--- config.mk ---
export PLATFORM = sky130hd
export DESIGN_NAME = cpu_supervisor_timing
export DESIGN_NICKNAME = d
export VERILOG_FILES = /design/src/verilog/supervisor_pkg.sv /design/src/verilog/cpu_supervisor_timing.sv
export SDC_FILE = /design/constraint.sdc
export NUM_CORES = 1
export LEC_CHECK = 0
export BUFFER_PORTS_ARGS = -buffer_cell sky130_fd_sc_hd__buf_4
export CORE_MARGIN = 1.5
export CORE_UTILIZATION = 30
export CTS_CLUSTER_SIZE = 12
export DETAILED_ROUTE_END_ITERATION = 8
export PLACE_DENSITY_LB_ADDON = 0.25
export SLEW_MARGIN = 20
export SYNTH_ARGS = -nofsm -noshare
export SYNTH_HDL_FRONTEND = slang
export SYNTH_SLANG_ARGS = --single-unit
--- constraint.sdc ---
create_clock -name i_core_clk -period 3.3 [get_ports i_core_clk]
set_input_delay 0 -clock i_core_clk [delete_from_list [all_inputs] [get_ports i_core_clk]]
set_output_delay 0 -clock i_core_clk [all_outputs]
set_load 0.05 [all_outputs]
--- src/verilog/supervisor_pkg.sv ---
// constants shared by the supervisor timing block
`default_nettype none
package supervisor_pkg;
  // apb register byte offsets
  localparam logic [7:0] CTRL_OFS = 8'h00;
  localparam logic [7:0] STATUS_OFS = 8'h04;
  localparam logic [7:0] IRQ_STAT_OFS = 8'h08;
  localparam logic [7:0] IRQ_MASK_OFS = 8'h0c;
  // ctrl fields
  localparam int WD_SEL_LSB = 0;
  localparam int REL_SEL_LSB = 2;
  localparam logic [1:0] WD_SEL_RESET = 2'h0;
  localparam logic [1:0] REL_SEL_RESET = 2'h0;
  // status fields
  localparam int ST_RESET_BIT = 0;
  localparam int ST_WD_BIT = 1;
  localparam int ST_SECOND_BIT = 2;
  localparam int ST_PRIMARY_BIT = 3;
  // interrupt event bits
  localparam int EV_WD_BIT = 0;
  localparam int EV_DROP_BIT = 1;
  localparam int EV_SECOND_BIT = 2;
  localparam int EV_W = 3;
  localparam logic [EV_W-1:0] IRQ_MASK_RESET = 3'h0;
  // time base
  localparam int CLK_PERIOD_NS = 10;
  localparam int TICK_NS = 1000000;
  localparam int TICK_CYCLES = TICK_NS / CLK_PERIOD_NS;
  // watchdog periods in ms ticks
  localparam int WD_P0_MS = 25;
  localparam int WD_P1_MS = 200;
  localparam int WD_P2_MS = 1400;
  // reset release delays in ms ticks
  localparam int REL_P0_MS = 50;
  localparam int REL_P1_MS = 200;
  localparam int REL_P2_MS = 400;
  localparam int REL_P3_MS = 800;
  localparam int CNT_W = 11;
  typedef enum logic [1:0] {
    WD_25MS = 2'b00,
    WD_200MS = 2'b01,
    WD_1400MS = 2'b10,
    WD_OFF = 2'b11
  } wd_sel_t;
  typedef enum logic [1:0] {
    BUS_IDLE = 2'b00,
    BUS_ARMED = 2'b01
  } restart_state_t;
endpackage
`default_nettype wire

--- src/verilog/cpu_supervisor_timing.sv ---
// supervisor timing: power-on reset release, watchdog, secondary fail
//
// Chosen here: the APB slave port and the placing of the registers.
`default_nettype none
module cpu_supervisor_timing #(
  parameter int TICK_COUNT = supervisor_pkg::TICK_CYCLES,
  parameter bit RESET_ACTIVE_HIGH = 1'b1
) (
  input wire logic i_core_clk,
  input wire logic i_reset_n,
  input wire logic i_psel,
  input wire logic i_penable,
  input wire logic i_pwrite,
  input wire logic [31:0] i_paddr,
  input wire logic [31:0] i_pwdata,
  output logic [31:0] o_prdata,
  output logic o_pready,
  output logic o_pslverr,
  input wire logic i_scl,
  input wire logic i_sda,
  input wire logic i_primary_above_trip,
  input wire logic i_second_supply_sense_in,
  output logic o_sys_reset,
  output logic o_sys_reset_oe_n,
  output logic o_watchdog_fault_out,
  output logic o_watchdog_fault_oe_n,
  output logic o_second_supply_fail_out,
  output logic o_second_supply_fail_oe_n,
  output logic o_mem_bus_enable,
  output logic o_irq
);
  import supervisor_pkg::*;

  function automatic logic [CNT_W-1:0] wd_limit(input logic [1:0] sel);
    logic [CNT_W-1:0] lim;
    lim = CNT_W'(WD_P2_MS);
    unique case (sel)
      WD_25MS: lim = CNT_W'(WD_P0_MS);
      WD_200MS: lim = CNT_W'(WD_P1_MS);
      WD_1400MS: lim = CNT_W'(WD_P2_MS);
      WD_OFF: lim = CNT_W'(WD_P2_MS);
    endcase
    return lim;
  endfunction

  function automatic logic [CNT_W-1:0] rel_limit(input logic [1:0] sel);
    logic [CNT_W-1:0] lim;
    lim = CNT_W'(REL_P0_MS);
    unique case (sel)
      2'b00: lim = CNT_W'(REL_P0_MS);
      2'b01: lim = CNT_W'(REL_P1_MS);
      2'b10: lim = CNT_W'(REL_P2_MS);
      2'b11: lim = CNT_W'(REL_P3_MS);
    endcase
    return lim;
  endfunction

  ////////////////////////////////////////////////////////////////////
  // pin synchronisers
  logic [1:0] scl_sync_ff;
  logic [1:0] sda_sync_ff;
  logic [1:0] prim_sync_ff;
  logic [1:0] sec_sync_ff;
  logic scl_d_ff;
  logic sda_d_ff;

  always_ff @(posedge i_core_clk or negedge i_reset_n) begin
    if (!i_reset_n) begin
      scl_sync_ff <= 2'h3;
      sda_sync_ff <= 2'h3;
      prim_sync_ff <= 2'h0;
      // idle as above trip, matching the fail flag's reset: no false fail
      sec_sync_ff <= 2'h3;
      scl_d_ff <= 1'b1;
      sda_d_ff <= 1'b1;
    end else begin
      scl_sync_ff <= {scl_sync_ff[0], i_scl};
      // sda sampled unconditionally, bus state never blocks it
      sda_sync_ff <= {sda_sync_ff[0], i_sda};
      prim_sync_ff <= {prim_sync_ff[0], i_primary_above_trip};
      sec_sync_ff <= {sec_sync_ff[0], i_second_supply_sense_in};
      scl_d_ff <= scl_sync_ff[1];
      sda_d_ff <= sda_sync_ff[1];
    end
  end

  wire scl_s = scl_sync_ff[1];
  wire sda_s = sda_sync_ff[1];
  wire primary_ok = prim_sync_ff[1];
  wire second_ok = sec_sync_ff[1];
  // data edges while clock high and steady
  wire scl_hold = scl_s & scl_d_ff;
  wire start_det = scl_hold & sda_d_ff & ~sda_s;
  wire stop_det = scl_hold & ~sda_d_ff & sda_s;

  ////////////////////////////////////////////////////////////////////
  // registers and apb slave
  logic [1:0] wd_sel_ff;
  logic [1:0] rel_sel_ff;
  logic [EV_W-1:0] irq_stat_ff;
  logic [EV_W-1:0] irq_mask_ff;
  logic [31:0] prdata_ff;
  logic pready_ff;
  logic pslverr_ff;

  wire access = i_psel & i_penable & ~pready_ff;
  wire [7:0] ofs = i_paddr[7:0];
  wire hit_ctrl = (ofs == CTRL_OFS);
  wire hit_status = (ofs == STATUS_OFS);
  wire hit_istat = (ofs == IRQ_STAT_OFS);
  wire hit_imask = (ofs == IRQ_MASK_OFS);
  wire mapped = (i_paddr[31:8] == 24'h000000) & (hit_ctrl | hit_status | hit_istat | hit_imask);
  wire wr_ok = access & i_pwrite & mapped;
  wire wr_ctrl = wr_ok & hit_ctrl;
  wire wr_istat = wr_ok & hit_istat;
  wire wr_imask = wr_ok & hit_imask;

  logic reset_active_ff;
  logic wd_expired_ff;
  logic second_fail_ff;

  wire [31:0] ctrl_word = {28'h0000000, rel_sel_ff, wd_sel_ff};
  // status bits placed by their named positions
  logic [31:0] status_word;
  always_comb begin
    status_word = 32'h00000000;
    status_word[ST_RESET_BIT] = reset_active_ff;
    status_word[ST_WD_BIT] = wd_expired_ff;
    status_word[ST_SECOND_BIT] = second_fail_ff;
    status_word[ST_PRIMARY_BIT] = primary_ok;
  end
  wire [31:0] istat_word = {29'h00000000, irq_stat_ff};
  wire [31:0] imask_word = {29'h00000000, irq_mask_ff};
  wire [31:0] rd_word = hit_ctrl ? ctrl_word :
                        hit_status ? status_word :
                        hit_istat ? istat_word :
                        hit_imask ? imask_word : 32'h00000000;
  wire [31:0] nxt_prdata = (access & ~i_pwrite & mapped) ? rd_word : 32'h00000000;

  // select bits live apart from supply state: only i_reset_n or a host
  // write moves them, so a primary supply loss leaves them intact
  always_ff @(posedge i_core_clk or negedge i_reset_n) begin
    if (!i_reset_n) begin
      wd_sel_ff <= WD_SEL_RESET;
      rel_sel_ff <= REL_SEL_RESET;
    end else if (wr_ctrl) begin
      wd_sel_ff <= i_pwdata[WD_SEL_LSB+1:WD_SEL_LSB];
      rel_sel_ff <= i_pwdata[REL_SEL_LSB+1:REL_SEL_LSB];
    end
  end

  always_ff @(posedge i_core_clk or negedge i_reset_n) begin
    if (!i_reset_n) begin
      pready_ff <= 1'b0;
      pslverr_ff <= 1'b0;
      prdata_ff <= 32'h00000000;
    end else begin
      pready_ff <= access;
      pslverr_ff <= access & ~mapped;
      prdata_ff <= nxt_prdata;
    end
  end

  ////////////////////////////////////////////////////////////////////
  // millisecond time base; free running, so each count has up to one
  // tick of phase slack, traded for a single shared prescaler
  logic [16:0] tick_cnt_ff;
  logic tick_ff;
  wire tick_wrap = (tick_cnt_ff == 17'(TICK_COUNT - 1));

  always_ff @(posedge i_core_clk or negedge i_reset_n) begin
    if (!i_reset_n) begin
      tick_cnt_ff <= 17'h00000;
      tick_ff <= 1'b0;
    end else begin
      tick_cnt_ff <= tick_wrap ? 17'h00000 : tick_cnt_ff + 17'h00001;
      tick_ff <= tick_wrap;
    end
  end

  ////////////////////////////////////////////////////////////////////
  // reset release timer
  logic [CNT_W-1:0] rel_cnt_ff;
  wire rel_done = (rel_cnt_ff >= rel_limit(rel_sel_ff));
  logic [CNT_W-1:0] nxt_rel_cnt;
  logic nxt_reset_active;

  always_comb begin
    nxt_rel_cnt = rel_cnt_ff;
    nxt_reset_active = reset_active_ff;
    if (!primary_ok) begin
      nxt_rel_cnt = '0;
      nxt_reset_active = 1'b1;
    end else if (rel_done) begin
      nxt_reset_active = 1'b0;
    end else if (tick_ff) begin
      nxt_rel_cnt = rel_cnt_ff + CNT_W'(1);
    end
  end

  always_ff @(posedge i_core_clk or negedge i_reset_n) begin
    if (!i_reset_n) begin
      rel_cnt_ff <= '0;
      reset_active_ff <= 1'b1;
    end else begin
      rel_cnt_ff <= nxt_rel_cnt;
      reset_active_ff <= nxt_reset_active;
    end
  end

  ////////////////////////////////////////////////////////////////////
  // watchdog restart detector and counter
  restart_state_t rs_state_ff;
  restart_state_t nxt_rs_state;
  logic [CNT_W-1:0] wd_cnt_ff;
  logic [CNT_W-1:0] nxt_wd_cnt;
  logic nxt_wd_expired;
  logic restart;

  always_comb begin
    nxt_rs_state = rs_state_ff;
    restart = 1'b0;
    unique case (rs_state_ff)
      BUS_IDLE: begin
        if (start_det) begin
          nxt_rs_state = BUS_ARMED;
        end
      end
      BUS_ARMED: begin
        if (stop_det) begin
          restart = 1'b1;
          nxt_rs_state = BUS_IDLE;
        end
      end
      default: nxt_rs_state = BUS_IDLE;
    endcase
  end

  wire wd_off = (wd_sel_ff == WD_OFF);
  wire wd_hit = (wd_cnt_ff >= wd_limit(wd_sel_ff));

  always_comb begin
    nxt_wd_cnt = wd_cnt_ff;
    nxt_wd_expired = wd_expired_ff;
    if (wd_off) begin
      nxt_wd_cnt = '0;
      nxt_wd_expired = 1'b0;
    end else if (restart) begin
      nxt_wd_cnt = '0;
      nxt_wd_expired = 1'b0;
    end else if (wd_hit) begin
      nxt_wd_expired = 1'b1;
    end else if (tick_ff) begin
      nxt_wd_cnt = wd_cnt_ff + CNT_W'(1);
    end
  end

  always_ff @(posedge i_core_clk or negedge i_reset_n) begin
    if (!i_reset_n) begin
      rs_state_ff <= BUS_IDLE;
      wd_cnt_ff <= '0;
      wd_expired_ff <= 1'b0;
    end else begin
      rs_state_ff <= nxt_rs_state;
      wd_cnt_ff <= nxt_wd_cnt;
      wd_expired_ff <= nxt_wd_expired;
    end
  end

  ////////////////////////////////////////////////////////////////////
  // interrupt events; a set in the clear cycle wins
  logic second_fail_d_ff;
  wire ev_wd = nxt_wd_expired & ~wd_expired_ff;
  // a drop is news only while released; one cycle, as reset follows
  wire ev_drop = ~primary_ok & ~reset_active_ff;
  wire ev_second = second_fail_ff & ~second_fail_d_ff;
  logic [EV_W-1:0] events;
  always_comb begin
    events = '0;
    events[EV_WD_BIT] = ev_wd;
    events[EV_DROP_BIT] = ev_drop;
    events[EV_SECOND_BIT] = ev_second;
  end
  wire [EV_W-1:0] w1c = wr_istat ? i_pwdata[EV_W-1:0] : '0;
  wire [EV_W-1:0] nxt_irq_stat = (irq_stat_ff & ~w1c) | events;

  always_ff @(posedge i_core_clk or negedge i_reset_n) begin
    if (!i_reset_n) begin
      irq_stat_ff <= '0;
      irq_mask_ff <= IRQ_MASK_RESET;
      second_fail_d_ff <= 1'b0;
      o_irq <= 1'b0;
    end else begin
      irq_stat_ff <= nxt_irq_stat;
      irq_mask_ff <= wr_imask ? i_pwdata[EV_W-1:0] : irq_mask_ff;
      second_fail_d_ff <= second_fail_ff;
      o_irq <= |(nxt_irq_stat & irq_mask_ff);
    end
  end

  ////////////////////////////////////////////////////////////////////
  // output pins, all registered
  wire nxt_sys_reset = RESET_ACTIVE_HIGH ? nxt_reset_active : ~nxt_reset_active;
  // push-pull variant drives always; open-drain one only pulls low
  wire nxt_sys_reset_oe_n = RESET_ACTIVE_HIGH ? 1'b0 : ~nxt_reset_active;

  always_ff @(posedge i_core_clk or negedge i_reset_n) begin
    if (!i_reset_n) begin
      second_fail_ff <= 1'b0;
      o_sys_reset <= RESET_ACTIVE_HIGH;
      o_sys_reset_oe_n <= RESET_ACTIVE_HIGH ? 1'b0 : 1'b0;
      o_watchdog_fault_out <= 1'b0;
      o_watchdog_fault_oe_n <= 1'b1;
      o_second_supply_fail_out <= 1'b0;
      o_second_supply_fail_oe_n <= 1'b1;
      o_mem_bus_enable <= 1'b0;
    end else begin
      second_fail_ff <= ~second_ok;
      o_sys_reset <= nxt_sys_reset;
      o_sys_reset_oe_n <= nxt_sys_reset_oe_n;
      o_watchdog_fault_out <= 1'b0;
      o_watchdog_fault_oe_n <= ~nxt_wd_expired;
      o_second_supply_fail_out <= 1'b0;
      o_second_supply_fail_oe_n <= second_ok;
      o_mem_bus_enable <= ~nxt_reset_active;
    end
  end

  assign o_prdata = prdata_ff;
  assign o_pready = pready_ff;
  assign o_pslverr = pslverr_ff;
endmodule
`default_nettype wire

; ---- Yosys cells after proc, flatten, opt, wreduce, memory -nomap -nowiden
; Index checks and enable logic that the tools add are counted.
[totals]
reg_bits = 76
latch_bits = 0
ramBits = 0
romBits = 0
input_bits = 73
out_inout_bits = 42
wordCells = 122
memories = 0
[classes]
n_addsub = 3
mul = 0
div_mod_pow = 0
n_lt_le_gt_ge = 2
eq_ne = 16
n_shift = 0
n_mux = 26
n_bitwise = 38
n_reduce_logical = 11
[op_table]
columns = operator, count
row1 = $mux W11, 7
row2 = $pmux W11 S4, 1
row3 = $pmux W11 S3, 1
row4 = $logic_not A24 Y1, 1
row5 = $add A11 B1 Y11 const B, 2
row6 = $ge A11 B11 Y1, 2
row7 = $and A1 B1 Y1, 19
row8 = $add A17 B1 Y17 const B, 1
row9 = $eq A17 B17 Y1 const B, 1
row10 = $mux W17, 1
row11 = $eq A8 B4 Y1 const B, 2
row12 = $mux W4, 3
row13 = $not A1 Y1, 12
row14 = $mux W3, 3
row15 = $eq A2 B2 Y1 const B, 4
row16 = $eq A8 B3 Y1 const B, 1
row17 = $logic_not A8 Y1, 1
row18 = $mux W1, 7
row19 = $and A3 B3 Y3, 2
row20 = $eq A2 B1 Y1 const B, 3
row21 = $logic_not A2 Y1, 3
row22 = $ne A2 B2 Y1 const B, 3
row23 = $reduce_and A2 Y1, 3
row24 = $mux W2, 2
row25 = other kinds (9), 11

; ---- Depth between registers and ports, before layout
; Gate-level depths: netlist of run 1.
[logic_depth]
depth_word = 13
mapped_depth = 10
depth_no_buf = 10

; ---- Worst setup path after synthesis of run 1
; Ideal clock, no wire load.
[synth_path]
path_kind = register to register
startpoint = register rel_sel_ff[1]
endpoint = register rel_cnt_ff[4]
setup_time_ps = 79
t_arrival_ps = 2287
required_ps = 3221
setup_slack_ps = 933
stages_incl_launch_ff = 11
path_buffers = 0
period_less_slack_ps = 2367
path_cell_list = dfrtp_1 inv_1 ha_1 inv_1 ha_1 o21a_1 a21oi_1 o31ai_2 a211oi_1 and3_1 mux2i_1
[synth_between]
elab_chain_cells = 5
elab_cells_between_ends = 8
classes_between = order compare: 1 / eq/ne: 4 / mux: 1 / reduce/logical: 2
[synth_lines]
columns = item, line_no
row1 = start: declaration, cpu_supervisor_timing.sv:99  ; logic [1:0] rel_sel_ff;
row2 = start signal: assignment, cpu_supervisor_timing.sv:148  ; rel_sel_ff <= i_pwdata[REL_SEL_LSB+1:REL_SEL_LSB];
row3 = "$eq A2 B2 Y1, or another cell as far along", cpu_supervisor_timing.sv:49  ; unique case (sel)
row4 = $pmux W11 S4 (*), cpu_supervisor_timing.sv:49
row5 = $ge A11 B11 Y1 (*), cpu_supervisor_timing.sv:184  ; wire rel_done = (rel_cnt_ff >= rel_limit(rel_sel_ff));
row6 = $ne A2 B2 Y1 (no source line) (*), n/a
row7 = $reduce_and A2 Y1 (no source line) (*), n/a
row8 = end signal: assignment, cpu_supervisor_timing.sv:206  ; rel_cnt_ff <= nxt_rel_cnt;
row9 = end: declaration, cpu_supervisor_timing.sv:183  ; logic [CNT_W-1:0] rel_cnt_ff;
; Every way passes the cells marked *; elsewhere a longest branch is shown, timed or not. The select of a mux whose other input is x is not followed.
; A chain may end at the register's enable or synchronous reset.

; ---- Worst setup path in the final report of run 1
[layout_path]
startpoint = register rel_sel_ff[1]
endpoint = register rel_cnt_ff[6]
; Same word-level chain as after synthesis.

==> impl_metrics.csv, run 1 <==
group,metric,value,unit
timing,slew_headroom,38.01,%
routing,vias_per_cell,4.592,
layout,drive_gt1_share,21.65,%
synthesis,synth.distinct_cells,49,
worst_setup_path,slowest_stage,"dfrtp_1",
worst_setup_path,max_stage_delay,0.42,ns
synthesis,synth_edf_count,0,
clock_network,root_buffer,"clkbuf_16",
worst_setup_path,path_cells,"inv_1 -> ha_1 -> inv_1 -> ha_1 -> o21a_1 -> a21oi_1 -> o31ai_2 -> a211oi_1 -> and3_1 -> mux2i_1",
synthesis,synthCells,373,
clock_network,clk_latency,0.33,ns
placed_design,place_hpwl,5.764,mm
worst_setup_path,r2r_cells,10,
clock_network,cts.sinks,75,
placed_design,dp.cells,593,
routing,num_vias,2847,
die,core,0.01267,mm²
synthesis,synth_top_cell_by_area,"dfrtp_1",
timing,worst_clock_skew,0.005263,ns
synthesis,async_flop_share,100.0,%
power_and_ir_drop,power-per-cell-area,451.9,mW/mm²
die,dieArea,0.01377,mm²
worst_setup_path,cp-end-kind,"flop",
global_route,grt_pass1_wl,13.47,mm
synthesis,ys_warn_count,0,
layout,mostFrequentLayoutCells,"dfrtp_1 (64), buf_4 (56), nor2_1 (37)",
layout,final_nets,536,
timing,finalSetupViolations,0,
synthesis,synth_ff_type,"dfrtp_1",
routing,ant_nets,0,
clock_network,cts_tree,"yes",
clock_network,numCtsBuffers,9,
timing,setup_tns,0,ns
synthesis,seq_area_frac_synth,48.18,%
worst_setup_path,worst_ep_required_time,3.55,ns
clock_network,htreeDepth,3,
clock_network,path_clk_slew,0.06,ns
clock_network,ctsResizeCount,0,
placed_design,port_buffers,55,
routing,wire_per_inst,12.47,µm
layout,syn_to_final_growth,23.63,%
timing,period_minus_slack,2.560,ns
global_route,grt_overflow_total,0,
global_route,grt.met3_usage,2.140,%
die,die_w,117.4,µm
timing,hold_violations,0,
job,max_cap_violations,0,
worst_setup_path,ff2ff_setup_slack,0.74,ns
global_route,grtUsageMet2,19.12,%
routing,drtIter0Drc,78,
timing,period_share,77.58,%
hold_path,min_from,"i_penable",
clock_network,post_cts_buffers,0,
hold_path,hp-class,"primary input to flop",
layout,instances_no_fill,620,
synthesis,synth.cell_area,0.003924,mm²
layout,layout_commonest_cell,"dfrtp_1",
worst_setup_path,reg2reg_to,"rel_cnt_ff[6]",
timing,worstMarginPinSlew,0.9299,ns
layout,diodes,0,
hold_path,hold_depth,4,
routing,routed_wl,7.733,mm
synthesis,ys_ff_latch,75,
clock_network,cts_hold_buf,11,
global_route,grt_max_degree,76,
routing,drc,0,
global_route,antenna_found_initial,0,
synthesis,yosysTopAreaCellShare,40.82,%
global_route,busiest_layer,"met2",
timing,rsz0062_at_grt,"false",
die,rows,41,
clock_network,clk_path_buf_depth,2,
die,initial_core_util,30.97,%
worst_setup_path,start_kind,"flop",
hold_path,min_to,"o_pslverr",
power_and_ir_drop,irDropWorstVdd,0.2519,mV
run_status,status,"finished clean",
layout,postLayoutCoreUtil,38.28,%
routing,drtPass1Iterations,4,
synthesis,synth_area_leaders,"dfrtp_1 (41%), dfstp_2 (7.4%), ha_1 (6.4%)",
synthesis,synth_area_per_cell,10.52,µm²
worst_setup_path,crit_fanout,6,
timing,drv_slew,0,
placed_design,gp_congestion,0.8196,
worst_setup_path,rr_startpoint,"rel_sel_ff[1]",
global_route,first_global_vias,2882,
global_route,gr-usage-met1,15.97,%
global_route,grt.total_usage,12.10,%
worst_setup_path,critPathTopFamily,"compound AO/OA/AOI/OAI gates",
die,boundaryPins,115,
worst_setup_path,path_buf_inv,2,
worst_setup_path,path_class,"flop to flop",
die,die_y,117.4,µm
timing,fmax,390.6,MHz
worst_setup_path,crit_arrival,2.81,ns
power_and_ir_drop,p_leak,2.273,nW
logic make-up after synthesis:
logic type               share of synthesized area (%)
multiplexers                                     5.006
AO/OA/AOI/OAI                                    7.653
other                                          0.09557
flip-flops                                       48.18
AND/OR/NAND/NOR                                  18.65
buffers and inverters                            8.450
adder cells (fa/ha/maj)                          6.378
XOR/XNOR                                         5.580
worst max-delay path by stage:
stage                        from  slack (ns)  cells after the start       endpoint
floorplan           rel_sel_ff[1]        0.93                     10  rel_cnt_ff[4]
global placement    rel_sel_ff[1]        0.77                     11  rel_cnt_ff[2]
detailed placement  rel_sel_ff[1]        0.76                     10  rel_cnt_ff[8]
CTS                 rel_sel_ff[1]        0.73                     10  rel_cnt_ff[8]
global route        rel_sel_ff[1]        0.48                     10  rel_cnt_ff[8]
finish              rel_sel_ff[1]        0.74                     10  rel_cnt_ff[6]
state kept, by name, summed over array words and instances, names as in the netlist, 3 cells and up:
| register | count |
|---|---|
| irq_mask_ff | 3 |
| tick_cnt_ff | 17 |
| irq_stat_ff | 3 |
| wd_cnt_ff | 11 |
| o_prdata | 4 |
| rel_cnt_ff | 11 |
synthesized netlist by cell type (4+ instances only):
master and number:
nand3_1 17, buf_4 31, nand4_1 14, nand2_1 24, mux2_2 7, and2_1 6
o21ai_0 6, ha_1 20, inv_1 18, xor2_1 14, and3_1 8, dfrtp_1 64
xnor2_1 11, a21oi_1 11, nor4_1 9, dfstp_2 11, nor2_1 37, mux2i_1 5
nand2b_1 4, clkbuf_1 6
where the power goes:
part	switching [mW]	internal, mW	leakage (nW)
logic	0.126	0.0523	1.14
clock network	0.370	0.702	0.159
registers	0.00687	0.935	0.970
total	0.503	1.69	2.27
worst reg2reg max path, cell delays in order (launching register included):
cell and delay (ns):
dfrtp_1 0.42, inv_1 0.11, ha_1 0.30, inv_1 0.05
ha_1 0.28, o21a_1 0.18, a21oi_1 0.18, o31ai_2 0.14
a211oi_1 0.41, and3_1 0.24, mux2i_1 0.18
stage by stage:
stage	worst slack (ns)	hold slack [ns]	cell area, µm²	power, mW
final	0.7398	0.09735	4851	2.192
after global routing	0.4753	0.1188	4851	2.277
after CTS	0.7271	0.09391	4851	2.223
after detailed placement	0.7551	0.1097	4412	1.129
after global placement	0.7694	0.1100	4412	1.128
after floorplan	0.9335	-0.2956	4036	1.087
cell type report:
| type | count | area, µm² |
|---|---|---|
| inverters | 19 | 71.32 |
| well taps | 172 | 215.2 |
| fillers | 1275 | 7820 |
| clock buffers | 12 | 256.5 |
| multi-input cells | 271 | 1814 |
| clock inverters | 4 | 72.57 |
| repair buffers | 67 | 530.5 |
| flip-flops and latches | 75 | 1891 |
per-layer routing:
layer	vias up	wire [µm]
met3	7	278
met5	-	0
met4	0	140
li1	1392	-
met2	69	3681
met1	1379	3632
Power figures use the tool's default switching activity.
==> run 2: changes to the inputs <==
==> constraint.sdc (replaced) <==
create_clock -name i_core_clk -period 2.5 [get_ports i_core_clk]
set_input_delay 0 -clock i_core_clk [delete_from_list [all_inputs] [get_ports i_core_clk]]
set_output_delay 0 -clock i_core_clk [all_outputs]
set_load 0.05 [all_outputs]
==> impl_metrics.csv, run 2 (synthesis results as in run 1) <==
group,metric,value,unit
run_status,status,"finished clean",
worst_setup_path,crit_fanout,5,
power_and_ir_drop,p_leak,2.334,nW
clock_network,path_clk_slew,0.06,ns
power_and_ir_drop,pwr-share-clk,46.4,%
global_route,first_global_vias,2908,
layout,instances_no_fill,633,
layout,final_area,0.004981,mm²
global_route,grt_pass1_wl,13.77,mm
placed_design,port_buffers,55,
layout,nFillCells,1286,
routing,routed_wl,8.142,mm
worst_setup_path,r2r_cells,12,
power_and_ir_drop,seq_power_share,45.0,%
timing,worstMarginPinSlew,0.9354,ns
placed_design,dp.cells,605,
placed_design,place_hpwl,5.940,mm
die,die_y,117.4,µm
worst_setup_path,ff2ff_setup_slack,0.09,ns
worst_setup_path,worst_ep_required_time,2.76,ns
clock_network,numCtsBuffers,9,
timing,finalWorstSetupSlack,0.09071,ns
timing,finalSetupViolations,0,
placed_design,gp_congestion,0.7694,
clock_network,clk_path_buf_depth,2,
routing,ant_nets,0,
global_route,grt.total_usage,12.43,%
worst_setup_path,path_class,"flop to flop",
layout,largest_reg_flops,17,
layout,layout_commonest_cell,"buf_4",
layout,diodes,0,
power_and_ir_drop,irDropWorstVdd,0.3678,mV
clock_network,htreeDepth,3,
worst_setup_path,crit_path_end,"rel_cnt_ff[9]",
global_route,antenna_found_initial,0,
worst_setup_path,reg2reg_to,"rel_cnt_ff[9]",
layout,final_nets,549,
power_and_ir_drop,power.switching,669.3,µW
global_route,grt_overflow_total,0,
job,max_cap_violations,0,
clock_network,clk_latency,0.34,ns
worst_setup_path,rr_startpoint,"rel_sel_ff[0]",
placed_design,dp_slack,0.006948,ns
routing,drtPass1Iterations,4,
hold_path,hp-class,"primary input to flop",
timing,hold_violations,0,
timing,period_minus_slack,2.409,ns
clock_network,cts_tree,"yes",
layout,largest-register,"tick_cnt_ff",
layout,seq_area,0.001891,mm²
power_and_ir_drop,intPower,2.094,mW
layout,drive_gt1_share,26.25,%
die,rows,41,
worst_setup_path,start_kind,"flop",
layout,mostFrequentLayoutCells,"buf_4 (69), dfrtp_1 (64), nor2_1 (37)",
placed_design,dpl_cell_area,0.004502,mm²
worst_setup_path,cp-startpoint,"rel_sel_ff[0]",
routing,vias_per_cell,4.592,
routing,wire_per_inst,12.86,µm
layout,reg_top3,"tick_cnt_ff (17), rel_cnt_ff (11), wd_cnt_ff (11)",
clock_network,cts.sinks,75,
worst_setup_path,crit_arrival,2.66,ns
timing,period_share,96.37,%
die,core,0.01267,mm²
layout,multiInputGateArea,0.001882,mm²
timing,worst_clock_skew,0.008208,ns
routing,drc,0,
routing,drtIter0Drc,83,
timing,holdWs,0.08924,ns
die,dieArea,0.01377,mm²
layout,postLayoutCoreUtil,39.31,%
worst_setup_path,cp-end-kind,"flop",
timing,slew_headroom,37.64,%
power_and_ir_drop,p_total,2.763,mW
hold_path,hold_depth,4,
global_route,grt_max_degree,76,
layout,syn_to_final_growth,26.95,%
die,die_w,117.4,µm
routing,num_vias,2907,
power_and_ir_drop,p_sw_share,24.22,%
die,boundaryPins,115,
timing,setup_tns,0,ns
power_and_ir_drop,power_frac_comb,8.6,%
die,initial_core_util,30.97,%
power_and_ir_drop,power-per-cell-area,554.8,mW/mm²
timing,drv_slew,0,
clock_network,root_buffer,"clkbuf_16",
timing,fmax,415.1,MHz
## run 2: worst max-delay path, cell delays in order (launching register included)
cell and delay [ns]:
dfrtp_1 0.41, inv_2 0.09, buf_4 0.10, ha_1 0.14, nor2_1 0.05, ha_1 0.29, nand4_1 0.10, o41a_1 0.43
nand2_2 0.15, a21oi_1 0.06, buf_4 0.17, a41o_1 0.23, a21oi_2 0.11
## run 2: final cells by class
cell class                 instances  share of cell area (%)
multi-input combinational        271                   37.78
inverter                          19                   1.432
timing repair buffer              80                   12.61
clock buffer                      10                   4.798
clock inverter                     6                   1.105
sequential                        75                   37.96
tap                              172                   4.321
## run 2: worst min-delay path by stage
stage                                         from             end
after floorplan                          i_reset_n  irq_mask_ff[0]
after CTS                                i_penable       o_pslverr
after detailed placement                     i_scl  scl_sync_ff[0]
after global routing                     i_penable       o_pslverr
final                                    i_penable       o_pslverr
after global placement    i_second_supply_sense_in  sec_sync_ff[0]
## run 2: what timing repair did
| item | in CTS | in global routing |
|---|---|---|
| setup buffers | 0 | 1 |
| endpoints found under the setup margin | 1 | 9 |
| pin swaps | 0 | 6 |
| hold buffers | 11 | 0 |
| endpoints found under the hold margin | 79 | 0 |
| resized for setup | 1 | 14 |
## run 2: power by group through the flow
stage | clock network [mW] | logic (mW) | registers [mW]
final | 1.28 | 0.236 | 1.24
after global routing | 1.38 | 0.253 | 1.24
after CTS | 1.33 | 0.239 | 1.24
after global placement | 0 | 0.225 | 1.26
after floorplan | 0 | 0.166 | 1.27
after detailed placement | 0 | 0.226 | 1.26
## run 2: metal layers
layer  vias up  part of all wire, %  track usage, %
met5         -                    0               0
met4         0                  1.5           5.093
met3         8                  4.2           3.405
met2        67                   48           19.85
met1      1417                   46           15.91
li1       1415                    -               -
==> run 3: changes to the inputs <==
==> constraint.sdc (replaced) <==
create_clock -name i_core_clk -period 2.6 [get_ports i_core_clk]
set_input_delay 0 -clock i_core_clk [delete_from_list [all_inputs] [get_ports i_core_clk]]
set_output_delay 0 -clock i_core_clk [all_outputs]
set_load 0.05 [all_outputs]
==> impl_metrics.csv, run 3 (synthesis results as in run 1) <==
group,metric,value,unit
run_status,status,"finished clean",
job,max_cap_violations,0,
hold_path,min_to,"o_pslverr",
worst_setup_path,max_stage_delay,0.58,ns
routing,num_vias,2886,
clock_network,root_buffer,"clkbuf_16",
worst_setup_path,cp-end-kind,"flop",
worst_setup_path,path_cells,"inv_1 -> ha_1 -> inv_1 -> ha_1 -> o21a_1 -> a21oi_1 -> o31ai_2 -> a2111oi_0 -> xnor2_1 -> nor2_1",
worst_setup_path,rr_startpoint,"rel_sel_ff[0]",
die,rows,41,
routing,routed_wl,7.804,mm
power_and_ir_drop,p_leak,2.292,nW
clock_network,path_clk_slew,0.06,ns
power_and_ir_drop,seq_power_share,45.2,%
clock_network,post_cts_buffers,0,
timing,fmax,404.3,MHz
timing,rsz0062_at_grt,"true",
clock_network,numCtsBuffers,9,
layout,final_nets,542,
worst_setup_path,path_buf_inv,2,
clock_network,clk_latency,0.33,ns
worst_setup_path,path_class,"flop to flop",
worst_setup_path,reg2reg_to,"rel_cnt_ff[7]",
routing,ant_nets,0,
worst_setup_path,crit_arrival,2.69,ns
timing,period_share,95.13,%
timing,slew_headroom,38.84,%
power_and_ir_drop,p_sw_share,23.72,%
placed_design,dp_slack,0.1399,ns
layout,syn_to_final_growth,24.14,%
layout,postLayoutCoreUtil,38.44,%
die,boundaryPins,115,
global_route,grt_overflow_total,0,
placed_design,place_hpwl,5.882,mm
placed_design,gp_congestion,0.7941,
routing,drc,0,
worst_setup_path,crit_fanout,6,
die,initial_core_util,30.97,%
layout,largest_reg_flops,17,
layout,diodes,0,
power_and_ir_drop,power_frac_comb,8.6,%
global_route,grt_max_degree,76,
global_route,first_global_vias,2944,
routing,vias_per_cell,4.610,
timing,finalSetupViolations,0,
global_route,grt_pass1_wl,13.72,mm
timing,worst_clock_skew,0.004848,ns
power_and_ir_drop,intPower,2.017,mW
worst_setup_path,slowest_stage,"a2111oi_0",
routing,drtPass1Iterations,4,
placed_design,port_buffers,55,
global_route,antenna_found_initial,0,
hold_path,hp-class,"primary input to flop",
die,die_y,117.4,µm
timing,hold_violations,0,
layout,drive_gt1_share,23.13,%
routing,drtIter0Drc,86,
power_and_ir_drop,power.switching,627.4,µW
die,core,0.01267,mm²
layout,reg_top3,"tick_cnt_ff (17), rel_cnt_ff (11), wd_cnt_ff (11)",
worst_setup_path,worst_ep_required_time,2.82,ns
timing,period_minus_slack,2.473,ns
layout,mostFrequentLayoutCells,"dfrtp_1 (64), buf_4 (62), nor2_1 (37)",
timing,drv_slew,0,
routing,wire_per_inst,12.47,µm
power_and_ir_drop,power-per-cell-area,542.9,mW/mm²
die,die_w,117.4,µm
timing,finalWorstSetupSlack,0.1266,ns
worst_setup_path,r2r_cells,10,
worst_setup_path,critPathTopFamily,"compound AO/OA/AOI/OAI gates",
power_and_ir_drop,irDropWorstVdd,0.3353,mV
hold_path,hold_depth,5,
clock_network,htreeDepth,3,
power_and_ir_drop,pwr-share-clk,46.2,%
timing,worstMarginPinSlew,0.9174,ns
die,dieArea,0.01377,mm²
global_route,grt.total_usage,12.18,%
clock_network,clk_path_buf_depth,2,
layout,largest-register,"tick_cnt_ff",
clock_network,cts_tree,"yes",
timing,setup_tns,0,ns
worst_setup_path,start_kind,"flop",
clock_network,cts.sinks,75,
hold_path,min_from,"i_paddr[6]",
worst_setup_path,ff2ff_setup_slack,0.13,ns
layout,layout_commonest_cell,"dfrtp_1",
-- run 3: layout make-up --
type / count / area [µm²]
fill: 1290 / 7800
sequential: 75 / 1891
multi-input combinational: 271 / 1823
timing repair buffer: 73 / 575.6
clock buffer: 11 / 242.7
tap: 172 / 215.2
inverter: 19 / 71.32
clock inverter: 5 / 52.55
-- run 3: repair_timing --
item,CTS,global route
resized for setup,0,3
setup endpoints to repair,0,6
hold buffers,11,0
hold endpoints to repair,77,0
-- run 3: worst min-delay path, cell delays in order --
cell and delay, ns:
buf_4 0.08, nor2_1 0.04, nand4_1 0.13, nor2_1 0.07
nor2_1 0.08
-- run 3: how the worst max path moves through the flow --
stage	from	endpoint	slack, ns	depth (start not counted)
3_5_place_dp	rel_sel_ff[0]	rel_cnt_ff[7]	0.14	10
2_1_floorplan	rel_sel_ff[1]	rel_cnt_ff[4]	0.23	10
6_report	rel_sel_ff[0]	rel_cnt_ff[7]	0.13	10
4_1_cts	rel_sel_ff[0]	rel_cnt_ff[6]	0.12	10
5_1_grt	rel_sel_ff[0]	rel_cnt_ff[5]	-0.03	10
3_3_place_gp	rel_sel_ff[0]	rel_cnt_ff[2]	0.15	11
-- run 3: power groups by stage --
stage	sequential [mW]	clock [mW]	combinational (mW)
after floorplan	1.22	0	0.159
after global routing	1.20	1.30	0.243
after detailed placement	1.22	0	0.218
after CTS	1.20	1.26	0.230
after global placement	1.22	0	0.216
final	1.20	1.22	0.227
-- run 3: layer usage --
| metal | track usage (%) | part of all wire (%) | wire length, µm |
|---|---|---|---|
| met3 | 3.502 | 4.4 | 340 |
| met1 | 15.29 | 46 | 3604 |
| met2 | 20.29 | 48 | 3754 |
| met5 | 0 | 0 | 0 |
| met4 | 3.704 | 1.3 | 105 |
-- run 3: through the flow --
step | cell area, µm² | std cells | power, mW | hold WS [ns]
after global placement | 4457 | 599 | 1.432 | 0.1096
after detailed placement | 4457 | 599 | 1.434 | 0.1094
after floorplan | 4036 | 403 | 1.380 | -0.2956
after global routing | 4871 | 626 | 2.741 | 0.1306
after CTS | 4862 | 626 | 2.684 | 0.09564
final | 4871 | 626 | 2.644 | 0.09779
